$ cat src/hw/flash_host_pkg.sv
// Constants, types and command plans for the parallel flash host controller
package flash_host_pkg;

  localparam int ADDR_W = 19;
  localparam int DATA_W = 16;
  localparam int CODE_W = 8;
  localparam int REG_AW = 8;
  localparam int SW_DW = 32;

  // Software register offsets
  localparam logic [REG_AW-1:0] REG_CMD = 8'h00;
  localparam logic [REG_AW-1:0] REG_ADDR = 8'h04;
  localparam logic [REG_AW-1:0] REG_DATA = 8'h08;
  localparam logic [REG_AW-1:0] REG_STATUS = 8'h0c;
  localparam logic [REG_AW-1:0] REG_CTRL = 8'h10;

  // Field positions
  localparam int CMD_OP_LSB = 0;
  localparam int CMD_OP_W = 4;
  localparam int ST_BUSY_BIT = 0;
  localparam int ST_RB_BIT = 1;
  localparam int ST_REFUSED_BIT = 2;
  localparam int CTRL_RESET_BIT = 0;
  localparam int CTRL_WP_BIT = 1;
  localparam int CTRL_CLR_BIT = 2;

  // Reset values of software-visible controls
  localparam logic CTRL_RESET_INIT = 1'b1;
  localparam logic CTRL_WP_INIT = 1'b0;

  // Command codes written on the data pins
  localparam logic [CODE_W-1:0] CODE_READ_ARRAY = 8'hff;
  localparam logic [CODE_W-1:0] CODE_READ_IDENT = 8'h90;
  localparam logic [CODE_W-1:0] CODE_READ_STATUS = 8'h70;
  localparam logic [CODE_W-1:0] CODE_CLEAR_STATUS = 8'h50;
  localparam logic [CODE_W-1:0] CODE_BLOCK_ERASE = 8'h20;
  localparam logic [CODE_W-1:0] CODE_CHIP_ERASE = 8'h30;
  localparam logic [CODE_W-1:0] CODE_CONFIRM = 8'hd0;
  localparam logic [CODE_W-1:0] CODE_PROGRAM = 8'h40;
  localparam logic [CODE_W-1:0] CODE_PROGRAM_ALT = 8'h10;
  localparam logic [CODE_W-1:0] CODE_LOCK_SETUP = 8'h60;
  localparam logic [CODE_W-1:0] CODE_LOCK_SET = 8'h01;
  localparam logic [CODE_W-1:0] CODE_PERM_LOCK = 8'hf1;
  localparam logic [CODE_W-1:0] CODE_OTP_PROGRAM = 8'hc0;

  // Bus timing, in ns, and derived cycle counts at 100 MHz
  localparam int CLK_PERIOD_NS = 10;
  localparam int T_SETUP_NS = 20;
  localparam int T_WE_PULSE_NS = 50;
  localparam int T_HOLD_NS = 20;
  localparam int T_ACCESS_NS = 90;
  localparam int T_RECOVER_NS = 20;
  localparam int T_SETUP_CYC = (T_SETUP_NS + CLK_PERIOD_NS - 1) / CLK_PERIOD_NS;
  localparam int T_WE_CYC = (T_WE_PULSE_NS + CLK_PERIOD_NS - 1) / CLK_PERIOD_NS;
  localparam int T_HOLD_CYC = (T_HOLD_NS + CLK_PERIOD_NS - 1) / CLK_PERIOD_NS;
  localparam int T_ACCESS_CYC = (T_ACCESS_NS + CLK_PERIOD_NS - 1) / CLK_PERIOD_NS;
  localparam int T_RECOVER_CYC =
    (T_RECOVER_NS + CLK_PERIOD_NS - 1) / CLK_PERIOD_NS;
  localparam int CNT_W = 4;

  typedef enum logic [3:0] {
    OP_READ = 4'b0000,
    OP_MODE_ARRAY = 4'b0001,
    OP_MODE_IDENT = 4'b0010,
    OP_MODE_STATUS = 4'b0011,
    OP_CLEAR_STATUS = 4'b0100,
    OP_BLOCK_ERASE = 4'b0101,
    OP_CHIP_ERASE = 4'b0110,
    OP_PROGRAM = 4'b0111,
    OP_SUSPEND = 4'b1000,
    OP_RESUME = 4'b1001,
    OP_SET_BLOCK_LOCK = 4'b1010,
    OP_CLEAR_LOCKS = 4'b1011,
    OP_SET_PERM_LOCK = 4'b1100,
    OP_OTP_PROGRAM = 4'b1101,
    OP_PROGRAM_ALT = 4'b1110,
    OP_UNDEFINED = 4'b1111
  } op_t;

  // Bus cycles an operation needs
  typedef struct packed {
    logic valid;
    logic has_first;
    logic has_second;
    logic second_is_data;
    logic has_read;
    logic [CODE_W-1:0] first_code;
    logic [CODE_W-1:0] second_code;
  } op_plan_t;

  // Pins driven toward the flash
  typedef struct packed {
    logic ce_n;
    logic oe_n;
    logic we_n;
    logic [ADDR_W-1:0] addr;
    logic [DATA_W-1:0] dq_out;
    logic dq_oe;
  } flash_pins_t;

  function automatic op_plan_t plan_one(logic [CODE_W-1:0] code, logic rd);
    op_plan_t p;
    p = '0;
    p.valid = 1'b1;
    p.has_first = 1'b1;
    p.first_code = code;
    p.has_read = rd;
    return p;
  endfunction

  function automatic op_plan_t plan_two(logic [CODE_W-1:0] code,
                                        logic [CODE_W-1:0] second,
                                        logic from_data);
    op_plan_t p;
    p = plan_one(code, 1'b0);
    p.has_second = 1'b1;
    p.second_code = second;
    p.second_is_data = from_data;
    return p;
  endfunction

  function automatic op_plan_t plan_of(op_t op, logic [CODE_W-1:0] susp);
    op_plan_t p;
    p = '0;
    case (op)
      OP_READ:
      begin
        p.valid = 1'b1;
        p.has_read = 1'b1;
      end
      OP_MODE_ARRAY: p = plan_one(CODE_READ_ARRAY, 1'b0);
      OP_MODE_IDENT: p = plan_one(CODE_READ_IDENT, 1'b1);
      OP_MODE_STATUS: p = plan_one(CODE_READ_STATUS, 1'b1);
      OP_CLEAR_STATUS: p = plan_one(CODE_CLEAR_STATUS, 1'b0);
      OP_BLOCK_ERASE: p = plan_two(CODE_BLOCK_ERASE, CODE_CONFIRM, 1'b0);
      OP_CHIP_ERASE: p = plan_two(CODE_CHIP_ERASE, CODE_CONFIRM, 1'b0);
      OP_PROGRAM: p = plan_two(CODE_PROGRAM, CODE_PROGRAM, 1'b1);
      OP_PROGRAM_ALT: p = plan_two(CODE_PROGRAM_ALT, CODE_PROGRAM_ALT, 1'b1);
      OP_SUSPEND: p = plan_one(susp, 1'b0);
      OP_RESUME: p = plan_one(CODE_CONFIRM, 1'b0);
      OP_SET_BLOCK_LOCK: p = plan_two(CODE_LOCK_SETUP, CODE_LOCK_SET, 1'b0);
      OP_CLEAR_LOCKS: p = plan_two(CODE_LOCK_SETUP, CODE_CONFIRM, 1'b0);
      OP_SET_PERM_LOCK: p = plan_two(CODE_LOCK_SETUP, CODE_PERM_LOCK, 1'b0);
      OP_OTP_PROGRAM: p = plan_two(CODE_OTP_PROGRAM, CODE_OTP_PROGRAM, 1'b1);
      default: p = '0;
    endcase
    return p;
  endfunction

endpackage

$ cat src/hw/flash_host.sv
// Host controller that sequences command and read cycles on a parallel flash
//
// Notes on behaviour
// - Host never holds output enable and write strobe low together.
// - Address and data latch on the first rising strobe; host holds them.
// - Host issues only defined command codes.
// - Block erase is setup code, then confirm inside the block.
// - OTP program is setup write, then address and value in OTP block.
`timescale 1ns/1ps

module flash_host #(
  // Suspend command code; arbitrary default, set to the part's value
  parameter logic [7:0] SUSPEND_CODE = 8'h00
) (
  input wire logic ref_clk,
  input wire logic rstn,
  input wire logic [flash_host_pkg::REG_AW-1:0] sw_addr,
  input wire logic [flash_host_pkg::SW_DW-1:0] sw_wdata,
  input wire logic sw_wr,
  input wire logic sw_rd,
  output logic [flash_host_pkg::SW_DW-1:0] sw_rdata,
  output flash_host_pkg::flash_pins_t flash_pins,
  input wire logic [flash_host_pkg::DATA_W-1:0] dq_in,
  input wire logic ready_busy_in,
  output logic reset_powerdown_n,
  output logic write_protect_n
);

  typedef enum logic [2:0] {
    S_IDLE = 3'b000,
    S_SETUP = 3'b001,
    S_WE_LOW = 3'b010,
    S_HOLD = 3'b011,
    S_RD_ACCESS = 3'b100,
    S_RD_DONE = 3'b101
  } seq_state_t;

  localparam logic [flash_host_pkg::CNT_W-1:0] SETUP_LOAD =
    flash_host_pkg::CNT_W'(flash_host_pkg::T_SETUP_CYC - 1);
  localparam logic [flash_host_pkg::CNT_W-1:0] WE_LOAD =
    flash_host_pkg::CNT_W'(flash_host_pkg::T_WE_CYC - 1);
  localparam logic [flash_host_pkg::CNT_W-1:0] HOLD_LOAD =
    flash_host_pkg::CNT_W'(flash_host_pkg::T_HOLD_CYC - 1);
  localparam logic [flash_host_pkg::CNT_W-1:0] ACCESS_LOAD =
    flash_host_pkg::CNT_W'(flash_host_pkg::T_ACCESS_CYC - 1);
  localparam logic [flash_host_pkg::CNT_W-1:0] RECOVER_LOAD =
    flash_host_pkg::CNT_W'(flash_host_pkg::T_RECOVER_CYC - 1);

  seq_state_t state;
  seq_state_t next_state;
  logic step;
  logic next_step;
  logic [flash_host_pkg::CNT_W-1:0] cnt;
  logic [flash_host_pkg::CNT_W-1:0] next_cnt;
  flash_host_pkg::op_t op;
  flash_host_pkg::op_plan_t plan;
  logic [flash_host_pkg::ADDR_W-1:0] tgt_addr;
  logic [flash_host_pkg::DATA_W-1:0] prog_value;
  logic [flash_host_pkg::DATA_W-1:0] read_value;
  logic refused;
  logic ctrl_reset_n;
  logic ctrl_wp_n;

  // Software decode
  wire flash_host_pkg::op_t req_op =
    flash_host_pkg::op_t'(sw_wdata[flash_host_pkg::CMD_OP_LSB +:
                                   flash_host_pkg::CMD_OP_W]);
  wire flash_host_pkg::op_plan_t req_plan =
    flash_host_pkg::plan_of(req_op, SUSPEND_CODE);
  wire busy = (state != S_IDLE);
  wire cmd_wr = sw_wr && (sw_addr == flash_host_pkg::REG_CMD);
  // Undefined codes never reach the pins; nor does anything while in reset
  wire start = cmd_wr && !busy && req_plan.valid && ctrl_reset_n;
  wire refuse_set = cmd_wr && !start;
  wire refuse_clr = sw_wr && (sw_addr == flash_host_pkg::REG_CTRL) &&
                    sw_wdata[flash_host_pkg::CTRL_CLR_BIT];
  wire cnt_done = (cnt == '0);
  wire sample_now = (state == S_RD_ACCESS) && cnt_done;
  // Plan in force for the cycle being prepared
  wire flash_host_pkg::op_plan_t sel_plan = start ? req_plan : plan;

  // First cycle carries the command code, the second the confirm, lock code or value
  wire [flash_host_pkg::DATA_W-1:0] next_data =
    (next_step == 1'b0) ?
      flash_host_pkg::DATA_W'(sel_plan.first_code) :
    sel_plan.second_is_data ? prog_value :
      flash_host_pkg::DATA_W'(sel_plan.second_code);
  // Address writes are ignored while busy, so it holds through both cycles
  wire [flash_host_pkg::ADDR_W-1:0] next_addr = tgt_addr;

  wire [flash_host_pkg::SW_DW-1:0] status_word =
    flash_host_pkg::SW_DW'({refused, ready_busy_in, busy});
  wire [flash_host_pkg::SW_DW-1:0] ctrl_word =
    flash_host_pkg::SW_DW'({ctrl_wp_n, ctrl_reset_n});
  wire [flash_host_pkg::SW_DW-1:0] read_mux =
    (sw_addr == flash_host_pkg::REG_CMD) ? flash_host_pkg::SW_DW'(op) :
    (sw_addr == flash_host_pkg::REG_ADDR) ? flash_host_pkg::SW_DW'(tgt_addr) :
    (sw_addr == flash_host_pkg::REG_DATA) ?
      flash_host_pkg::SW_DW'(read_value) :
    (sw_addr == flash_host_pkg::REG_STATUS) ? status_word :
    (sw_addr == flash_host_pkg::REG_CTRL) ? ctrl_word : '0;

  // Strobes come from the next state so every pin leaves a flip-flop
  function automatic flash_host_pkg::flash_pins_t pins_for(
    seq_state_t s,
    logic [flash_host_pkg::ADDR_W-1:0] a,
    logic [flash_host_pkg::DATA_W-1:0] d
  );
    flash_host_pkg::flash_pins_t p;
    p.ce_n = (s == S_IDLE);
    p.we_n = (s != S_WE_LOW);
    // Output enable only in read states, never beside the write strobe
    p.oe_n = (s != S_RD_ACCESS);
    p.addr = a;
    p.dq_out = d;
    // Data stays driven through the hold state after the strobe rises
    p.dq_oe = (s == S_SETUP) || (s == S_WE_LOW) || (s == S_HOLD);
    return p;
  endfunction

  always_comb
  begin
    next_state = state;
    next_step = step;
    next_cnt = cnt_done ? cnt : cnt - 1'b1;
    case (state)
      S_IDLE:
      begin
        next_step = 1'b0;
        if (start && req_plan.has_first)
        begin
          next_state = S_SETUP;
          next_cnt = SETUP_LOAD;
        end
        else if (start)
        begin
          next_state = S_RD_ACCESS;
          next_cnt = ACCESS_LOAD;
        end
      end
      S_SETUP:
        if (cnt_done)
        begin
          next_state = S_WE_LOW;
          next_cnt = WE_LOAD;
        end
      S_WE_LOW:
        if (cnt_done)
        begin
          next_state = S_HOLD;
          next_cnt = HOLD_LOAD;
        end
      S_HOLD:
        if (cnt_done)
        begin
          // Two-write sequences go back to back, chip select kept low
          if (!step && plan.has_second)
          begin
            next_state = S_SETUP;
            next_step = 1'b1;
            next_cnt = SETUP_LOAD;
          end
          else if (plan.has_read)
          begin
            next_state = S_RD_ACCESS;
            next_cnt = ACCESS_LOAD;
          end
          else
            next_state = S_IDLE;
        end
      S_RD_ACCESS:
        if (cnt_done)
        begin
          next_state = S_RD_DONE;
          next_cnt = RECOVER_LOAD;
        end
      S_RD_DONE:
        if (cnt_done)
          next_state = S_IDLE;
      default:
      begin
        next_state = S_IDLE;
        next_cnt = '0;
      end
    endcase
  end

  always_ff @(posedge ref_clk)
  begin
    if (!rstn)
    begin
      state <= S_IDLE;
      step <= 1'b0;
      cnt <= '0;
      flash_pins <= pins_for(S_IDLE, '0, '0);
    end
    else
    begin
      state <= next_state;
      step <= next_step;
      cnt <= next_cnt;
      flash_pins <= pins_for(next_state, next_addr, next_data);
    end
  end

  always_ff @(posedge ref_clk)
  begin
    if (!rstn)
    begin
      op <= flash_host_pkg::OP_READ;
      plan <= '0;
    end
    else if (start)
    begin
      op <= req_op;
      plan <= req_plan;
    end
  end

  always_ff @(posedge ref_clk)
  begin
    if (!rstn)
    begin
      tgt_addr <= '0;
      prog_value <= '0;
    end
    else if (sw_wr && !busy)
    begin
      if (sw_addr == flash_host_pkg::REG_ADDR)
        tgt_addr <= sw_wdata[flash_host_pkg::ADDR_W-1:0];
      if (sw_addr == flash_host_pkg::REG_DATA)
        prog_value <= sw_wdata[flash_host_pkg::DATA_W-1:0];
    end
  end

  always_ff @(posedge ref_clk)
  begin
    if (!rstn)
      read_value <= '0;
    else if (sample_now)
      read_value <= dq_in;
  end

  // A refusal in the same cycle as a clear stays recorded
  always_ff @(posedge ref_clk)
  begin
    if (!rstn)
      refused <= 1'b0;
    else if (refuse_set)
      refused <= 1'b1;
    else if (refuse_clr)
      refused <= 1'b0;
  end

  // Reset and write-protect levels may change only while no cycle runs
  always_ff @(posedge ref_clk)
  begin
    if (!rstn)
    begin
      ctrl_reset_n <= flash_host_pkg::CTRL_RESET_INIT;
      ctrl_wp_n <= flash_host_pkg::CTRL_WP_INIT;
    end
    else if (sw_wr && !busy && (sw_addr == flash_host_pkg::REG_CTRL))
    begin
      ctrl_reset_n <= sw_wdata[flash_host_pkg::CTRL_RESET_BIT];
      ctrl_wp_n <= sw_wdata[flash_host_pkg::CTRL_WP_BIT];
    end
  end

  assign reset_powerdown_n = ctrl_reset_n;
  assign write_protect_n = ctrl_wp_n;

  // Read data stand only in the cycle after the strobe
  always_ff @(posedge ref_clk)
  begin
    if (!rstn)
      sw_rdata <= '0;
    else if (sw_rd)
      sw_rdata <= read_mux;
    else
      sw_rdata <= '0;
  end

endmodule

$ cat config.mk
export PLATFORM = sky130hd
export DESIGN_NAME = flash_host
export DESIGN_NICKNAME = d
export VERILOG_FILES = /design/src/hw/flash_host_pkg.sv /design/src/hw/flash_host.sv
export SDC_FILE = /design/constraint.sdc
export NUM_CORES = 1
export LEC_CHECK = 0
export BUFFER_PORTS_ARGS = -buffer_cell sky130_fd_sc_hd__buf_2
export CAP_MARGIN = 40
export CORE_ASPECT_RATIO = 0.5
export CORE_MARGIN = 2
export CORE_UTILIZATION = 25
export DETAILED_ROUTE_END_ITERATION = 8
export MAX_ROUTING_LAYER = met4
export PLACE_DENSITY_LB_ADDON = 0.1
export SETUP_SLACK_MARGIN = 0.1
export SLEW_MARGIN = 10
export SYNTH_ARGS = -nofsm -noshare
export SYNTH_HDL_FRONTEND = slang
export SYNTH_SLANG_ARGS = --single-unit
$ cat constraint.sdc
create_clock -name ref_clk -period 2.5 [get_ports ref_clk]
set_input_delay 0.25 -clock ref_clk [delete_from_list [all_inputs] [get_ports ref_clk]]
set_output_delay 0.25 -clock ref_clk [all_outputs]
set_load 0.02 [all_outputs]
== Word-level counts from Yosys, hierarchy flattened ==
Index checks and enable logic that the tools add are counted.
W data, S select, Z words.

* Eq/ne operators: 28
* Add/subtract/negate cells: 1
* Order comparisons: 0
* Reduce and logical (&&, ||, !) cells: 36
* Multiplexer cells: 36
* Multipliers: 0
* Bitwise operators: 2
* Div/mod/pow operators: 0
* Shift-type cells: 0

{| class="wikitable"
|+ Operators by type and width
! kind !! number
|-
| $pmux W16 S13 || 1
|-
| $mux W4 || 9
|-
| $mux W3 || 10
|-
| $eq A4 B4 Y1 const B || 7
|-
| $pmux W4 S5 || 1
|-
| $mux W19 || 1
|-
| $mux W18 || 1
|-
| $pmux W3 S6 || 1
|-
| $eq A4 B3 Y1 const B || 4
|-
| $eq A8 B4 Y1 const B || 2
|-
| $mux W16 || 1
|-
| $mux W8 || 2
|-
| $reduce_or A15 Y1 || 1
|-
| $eq A3 B2 Y1 const B || 4
|-
| $logic_and A1 B1 Y1 || 12
|-
| $reduce_or A6 Y1 || 2
|-
| $pmux W3 S3 || 1
|-
| $reduce_or A3 Y1 || 3
|-
| $eq A4 B2 Y1 const B || 2
|-
| $eq A8 B3 Y1 const B || 1
|-
| $eq A8 B5 Y1 const B || 1
|-
| $logic_not A4 Y1 || 2
|-
| $logic_not A8 Y1 || 1
|-
| $eq A3 B1 Y1 const B || 2
|-
| 18 further kinds || 31
|}

* Input port bits: 61
* Memories kept: 0
* Memory bits (writable): 0
* ROM bits: 0
* Bits in registers: 156
* Output and inout port bits: 73
* Bits in latches: 0

== Longest topological paths before layout ==
* Depth after elaboration: 11
* Gate-level depth with buffers: 11

== Worst setup path after synthesis ==
Ideal clock, no wire load.

* Path kind: reg-to-reg
* Start: register cnt[0] in the netlist's numbering
* End: register cnt[0] in the netlist's numbering
* Data arrival time: 2.028 ns
* Required time: 2.372 ns
* Slack: 0.344 ns
* Cell stages (with the launch flop): 12
* Period minus slack after synthesis: 2.156 ns
* Path buffers: 1
* Path through: dfxtp_1 -> inv_1 -> ha_1 -> or3b_1 -> buf_2 -> ha_1 -> mux2_2 -> nor2_1 -> a31oi_1 -> nor2_1 -> a311oi_1 -> nor2_1

* Cells in the longest elaborated chain, start to end: 6
* Elaborated cells on any way between the ends: 11

{| class="wikitable"
|+ RTL lines
! element !! RTL line !! text
|-
| start, declared || flash_host.sv:53 || <nowiki>logic [flash_host_pkg::CNT_W-1:0] cnt;</nowiki>
|-
| start signal, assigned || flash_host.sv:201 || <nowiki>cnt <= next_cnt;</nowiki>
|-
| $sub A4 B1 Y4 / $logic_not A4 Y1 (equally long branches) || flash_host.sv:125, flash_host.sv:77 ||
|-
| $mux W4 || flash_host.sv:125 || <nowiki>next_cnt = cnt_done ? cnt : cnt - 1'b1;</nowiki>
|-
| $mux W4 || flash_host.sv:163 || <nowiki>else if (plan.has_read)</nowiki>
|-
| $mux W4 || flash_host.sv:157 || <nowiki>if (!step && plan.has_second)</nowiki>
|-
| $mux W4 || flash_host.sv:154 || <nowiki>if (cnt_done)</nowiki>
|-
| $pmux W4 S5 (*) || flash_host.sv:126 || <nowiki>case (state)</nowiki>
|}

Every way passes the cells marked *; elsewhere a longest branch is shown, timed or not.
A chain may end at the register's enable or synchronous reset.

== Worst setup path in the final report ==
* Start: register state[2]
* End: register flash_pins[1] in the netlist's numbering

* Cells in the longest elaborated chain, start to end: 8
* Elaborated cells on any way between the ends: 11

{| class="wikitable"
|+ RTL lines
! element !! RTL line !! text
|-
| start, declared || flash_host.sv:49 || <nowiki>seq_state_t state;</nowiki>
|-
| start signal, assigned || flash_host.sv:199 || <nowiki>state <= next_state;</nowiki>
|-
| $reduce_bool A3 Y1 || flash_host.sv:70 || <nowiki>wire busy = (state != S_IDLE);</nowiki>
|-
| $logic_not A1 Y1 || flash_host.sv:73 || <nowiki>wire start = cmd_wr && !busy && req_plan.valid && ctrl_reset_n;</nowiki>
|-
| $logic_and A1 B1 Y1 (3 in series) || flash_host.sv:73 ||
|-
| $mux W18 || n/a ||
|-
| $mux W8 || flash_host.sv:86 || <nowiki>sel_plan.second_is_data ? prog_value :</nowiki>
|-
| $mux W8 (*) || flash_host.sv:84 || <nowiki>(next_step == 1'b0) ?</nowiki>
|-
| end signal, assigned || flash_host.sv:195 || <nowiki>flash_pins <= pins_for(S_IDLE, '0, '0);</nowiki>
|-
| end signal, assigned || flash_host.sv:202 || <nowiki>flash_pins <= pins_for(next_state, next_addr, next_data);</nowiki>
|-
| end, declared || flash_host.sv:22 || <nowiki>output flash_host_pkg::flash_pins_t flash_pins,</nowiki>
|}

Marked as above.

==> impl_metrics.yaml <==
die:
  die_area_um2: 23500
  core-area_um2: 21700
  die_height_um: 109
  row_count: 38
  io_pins: 134
  initial_core_util: 0.256
  fp.dieW_um: 215
setup_path:
  cp.required_ns: 2.84
  endpoint_kind: "flop"
  path_buf_inv: 0
  path_class: "flop to flop"
  worstRegToRegCells: 6
  reg2reg_slack_ns: 0.31
  max_stage_delay_ns: 0.53
  critPathLaunchType: "flop"
  r2r-end: "flash_pins[1]"
  slowest_stage: "or4_4"
  arrival_ns: 2.53
  worstPathCellList: "nor3_2, nand2_2, or3_4, or4_4, o221a_1, o2bb2ai_1"
  crit_fanout: 8
  r2r-start: "state[2]"
  cp_top_family: "simple AND/OR/NAND/NOR gates"
status:
  status: "finished, final reports clean"
min_path:
  hold_end: "read_value[11]"
  hold_path_depth: 3
  min-delay-start: "dq_in[11]"
  min_path_type: "primary input to flop"
logic_synthesis:
  synth_edf_count: 0
  synthXorXnorAreaFrac: 0.00472
  synth_compound_gate_area_share: 0.165
  yosys_register_bits: 143
  yosys.area_share.adder: 0.00675
  syn_inst: 639
  synthMuxAreaShare: 0.0261
  yosysUniqueCellTypes: 58
  synth_top_family_by_area: "simple AND/OR/NAND/NOR gates"
  synth_area_um2: 5560
  post_synth.cell_area_avg_um2: 8.71
  synth_flop_cell: "dfxtp_1"
  synth-async-reset-ratio: 0
  yosysSeqAreaShare: 0.515
  yosysWarningCount: 0
  synthSimpleGateAreaFrac: 0.226
clocking:
  clk_pin_slew_ns: 0.07
  htreeDepth: 4
  clk_latency_ns: 0.42
  clock-root-buffer: "clkbuf_16"
  clk_path_buf_depth: 2
  cts.hold.buffers_added: 0
  cts_tree: "yes"
  cts_buffers: 17
  cts_sinks: 143
  cts_resized: 0
  cts_setup_buffers: 0
drt:
  ant_nets: 0
  drtPass1Iterations: 4
  highest_layer: "met4"
  totalWireLength_mm: 16.8
  via_count: 4733
  route.met3.wl_um: 596
  drc: 0
  routed-wl-met2_mm: 7.68
  vias_per_cell: 4.43
  m1WireLength_mm: 8.30
  avgRoutedWirePerCell_um: 15.7
  drt-initial-drc-count: 273
final_layout:
  drive_gt1_frac: 0.249
  nFillCells: 2334
  nets: 818
  area_growth_pct: 28.1
  multi_input_comb_area_um2: 2460
  regArea_um2: 2860
placed_design:
  io_buffers: 107
  dpl.hpwl_mm: 11.4
  place_ws_ns: 0.157
  gp_congestion: 0.776
power_and_ir_drop:
  power.density_nw_per_um2: 752
  leakagePower_uw: 0.00290
  vdd_drop_max_v: 0.000450
sta:
  slew_violations: 0
  finalSetupViolCount: 0
  rsz0062_at_grt: "no"
  tns_ns: 0
  fin_crit_ns: 2.19
  fmax_mhz: 457
  fin_ws_ns: 0.312
  post-route-period-util: 0.875
  hold_viol_final: 0
  finalClockSkew_ns: 0.0104
global_routing:
  grt_pass1_vias: 4559
  antenna_found_initial: 1
  grt_max_degree: 59
  gr-total-overflow: 0
  grt_use_total: 0.150
  grt_pass1_wl_mm: 25.8
flow_run:
  cap_viol_max_count: 0
state kept, by name, summed over array words and instances (netlist names):
name and count:
flash_pins 39, write_protect_n 1, prog_value 16, step 1, state 3, refused 1, read_value 16, plan 19
cnt 4, reset_powerdown_n 1, op 4, sw_rdata 19, next_addr 19
cell usage after synthesis, types with 2 or more instances:
cell       instances  area (µm²)
nor4_1             5        31.3
buf_4             14         105
nand3_1           12        60.1
a22o_1            11        96.3
nand2b_1           5        31.3
a21o_1             5        37.5
a221oi_1           6        52.6
a211oi_1           9        67.6
and3_1            12        75.1
clkbuf_1          34         128
o31ai_1            2        15.0
nor3_2             2        20.0
nor2b_1            3        18.8
o2bb2ai_1          4        35.0
nor4_4             2        42.5
a22oi_1            3        22.5
inv_1              9        33.8
o21a_1             2        15.0
o211ai_1           2        15.0
o21ai_0           14        70.1
nand2_1          138         518
xnor2_1            2        17.5
dfxtp_1          143        2860
buf_1              2        7.51
or3_1              2        12.5
and2_1            26         163
nor3b_1            2        15.0
mux2_2             4        45.0
a2111oi_0          2        17.5
buf_2              6        30.0
nand4_1            2        12.5
a21oi_1           73         365
nor2_1            38         143
ha_1               3        37.5
mux2i_1           10         100
nor3_1             8        40.0
cells by family after synthesis:
group | count (synthesis)
DFF | 143
and+or+nand+nor | 264
buffers and inverters | 66
xor gates and xnor gates | 3
muxes | 14
AOI/OAI and AO/OA | 145
adders and majority gates | 3
other | 1
layout make-up:
| type | instances | area share |
|---|---|---|
| timing repair buffer | 141 | 0.113 |
| tap | 300 | 0.0527 |
| antenna | 1 | 0.000351 |
| inverter | 9 | 0.00474 |
| multi-input combinational | 442 | 0.345 |
| clock buffer | 18 | 0.0602 |
| sequential | 143 | 0.402 |
| clock inverter | 14 | 0.0221 |
where the power goes:
part	internal, µW	total [µW]	leakage, µW	switching [µW]
Clock	1480	2550	0.000277	1060
Combinational	196	484	0.00147	288
Sequential	2300	2330	0.00115	23.4
layer usage:
| layer | vias to the layer above | global-route usage |
|---|---|---|
| li1 | 2391 | - |
| met1 | 2242 | 0.201 |
| met2 | 83 | 0.225 |
| met3 | 17 | 0.0299 |
| met4 | 0 | 0.0511 |
| met5 | - | - |
stage by stage:
stage	total power [µW]	cells	instance area [µm²]	hold slack (ns)	utilization
after floorplan	2720	651	5610	0.386	-
after global placement	2860	1035	6530	0.442	0.300
after detailed placement	2870	1035	6530	0.444	0.300
after CTS	5440	1067	7110	0.0530	0.327
after global routing	5600	1068	7120	0.0568	0.328
final	5360	1068	7120	0.0720	0.328
worst min-delay path, delay by kind of cell:
| kind | cells | cell delay, ns |
|---|---|---|
| AO/OA/AOI/OAI | 1 | 0.05 |
| buffers and inverters | 1 | 0.10 |
| AND/OR/NAND/NOR | 1 | 0.05 |
cell usage in the layout (no fill, tap or decap), types with 9 or more instances in the layout:
cell	synthesis	layout
a211oi_1	9	9
a21oi_1	73	73
a22o_1	11	11
and2_1	26	26
and3_1	12	12
buf_2	6	107
buf_4	14	33
clkbuf_16	0	17
conb_1	1	13
dfxtp_1	143	143
mux2i_1	10	10
nand2_1	138	137
nand3_1	12	12
nor2_1	38	38
o21ai_0	14	14
worst max path at each step:
stage | start | to | slack, ns | cells past startpoint
2_1_floorplan | cnt[0] | cnt[0] | 0.34 | 11
3_3_place_gp | sw_addr[4] | flash_pins[1] | 0.25 | 7
3_5_place_dp | sw_addr[4] | flash_pins[6] | 0.16 | 8
4_1_cts | state[2] | flash_pins[6] | 0.16 | 7
5_1_grt | cnt[0] | cnt[0] | 0.11 | 9
6_report | state[2] | flash_pins[1] | 0.31 | 6
(Power assumes the default switching activity.)
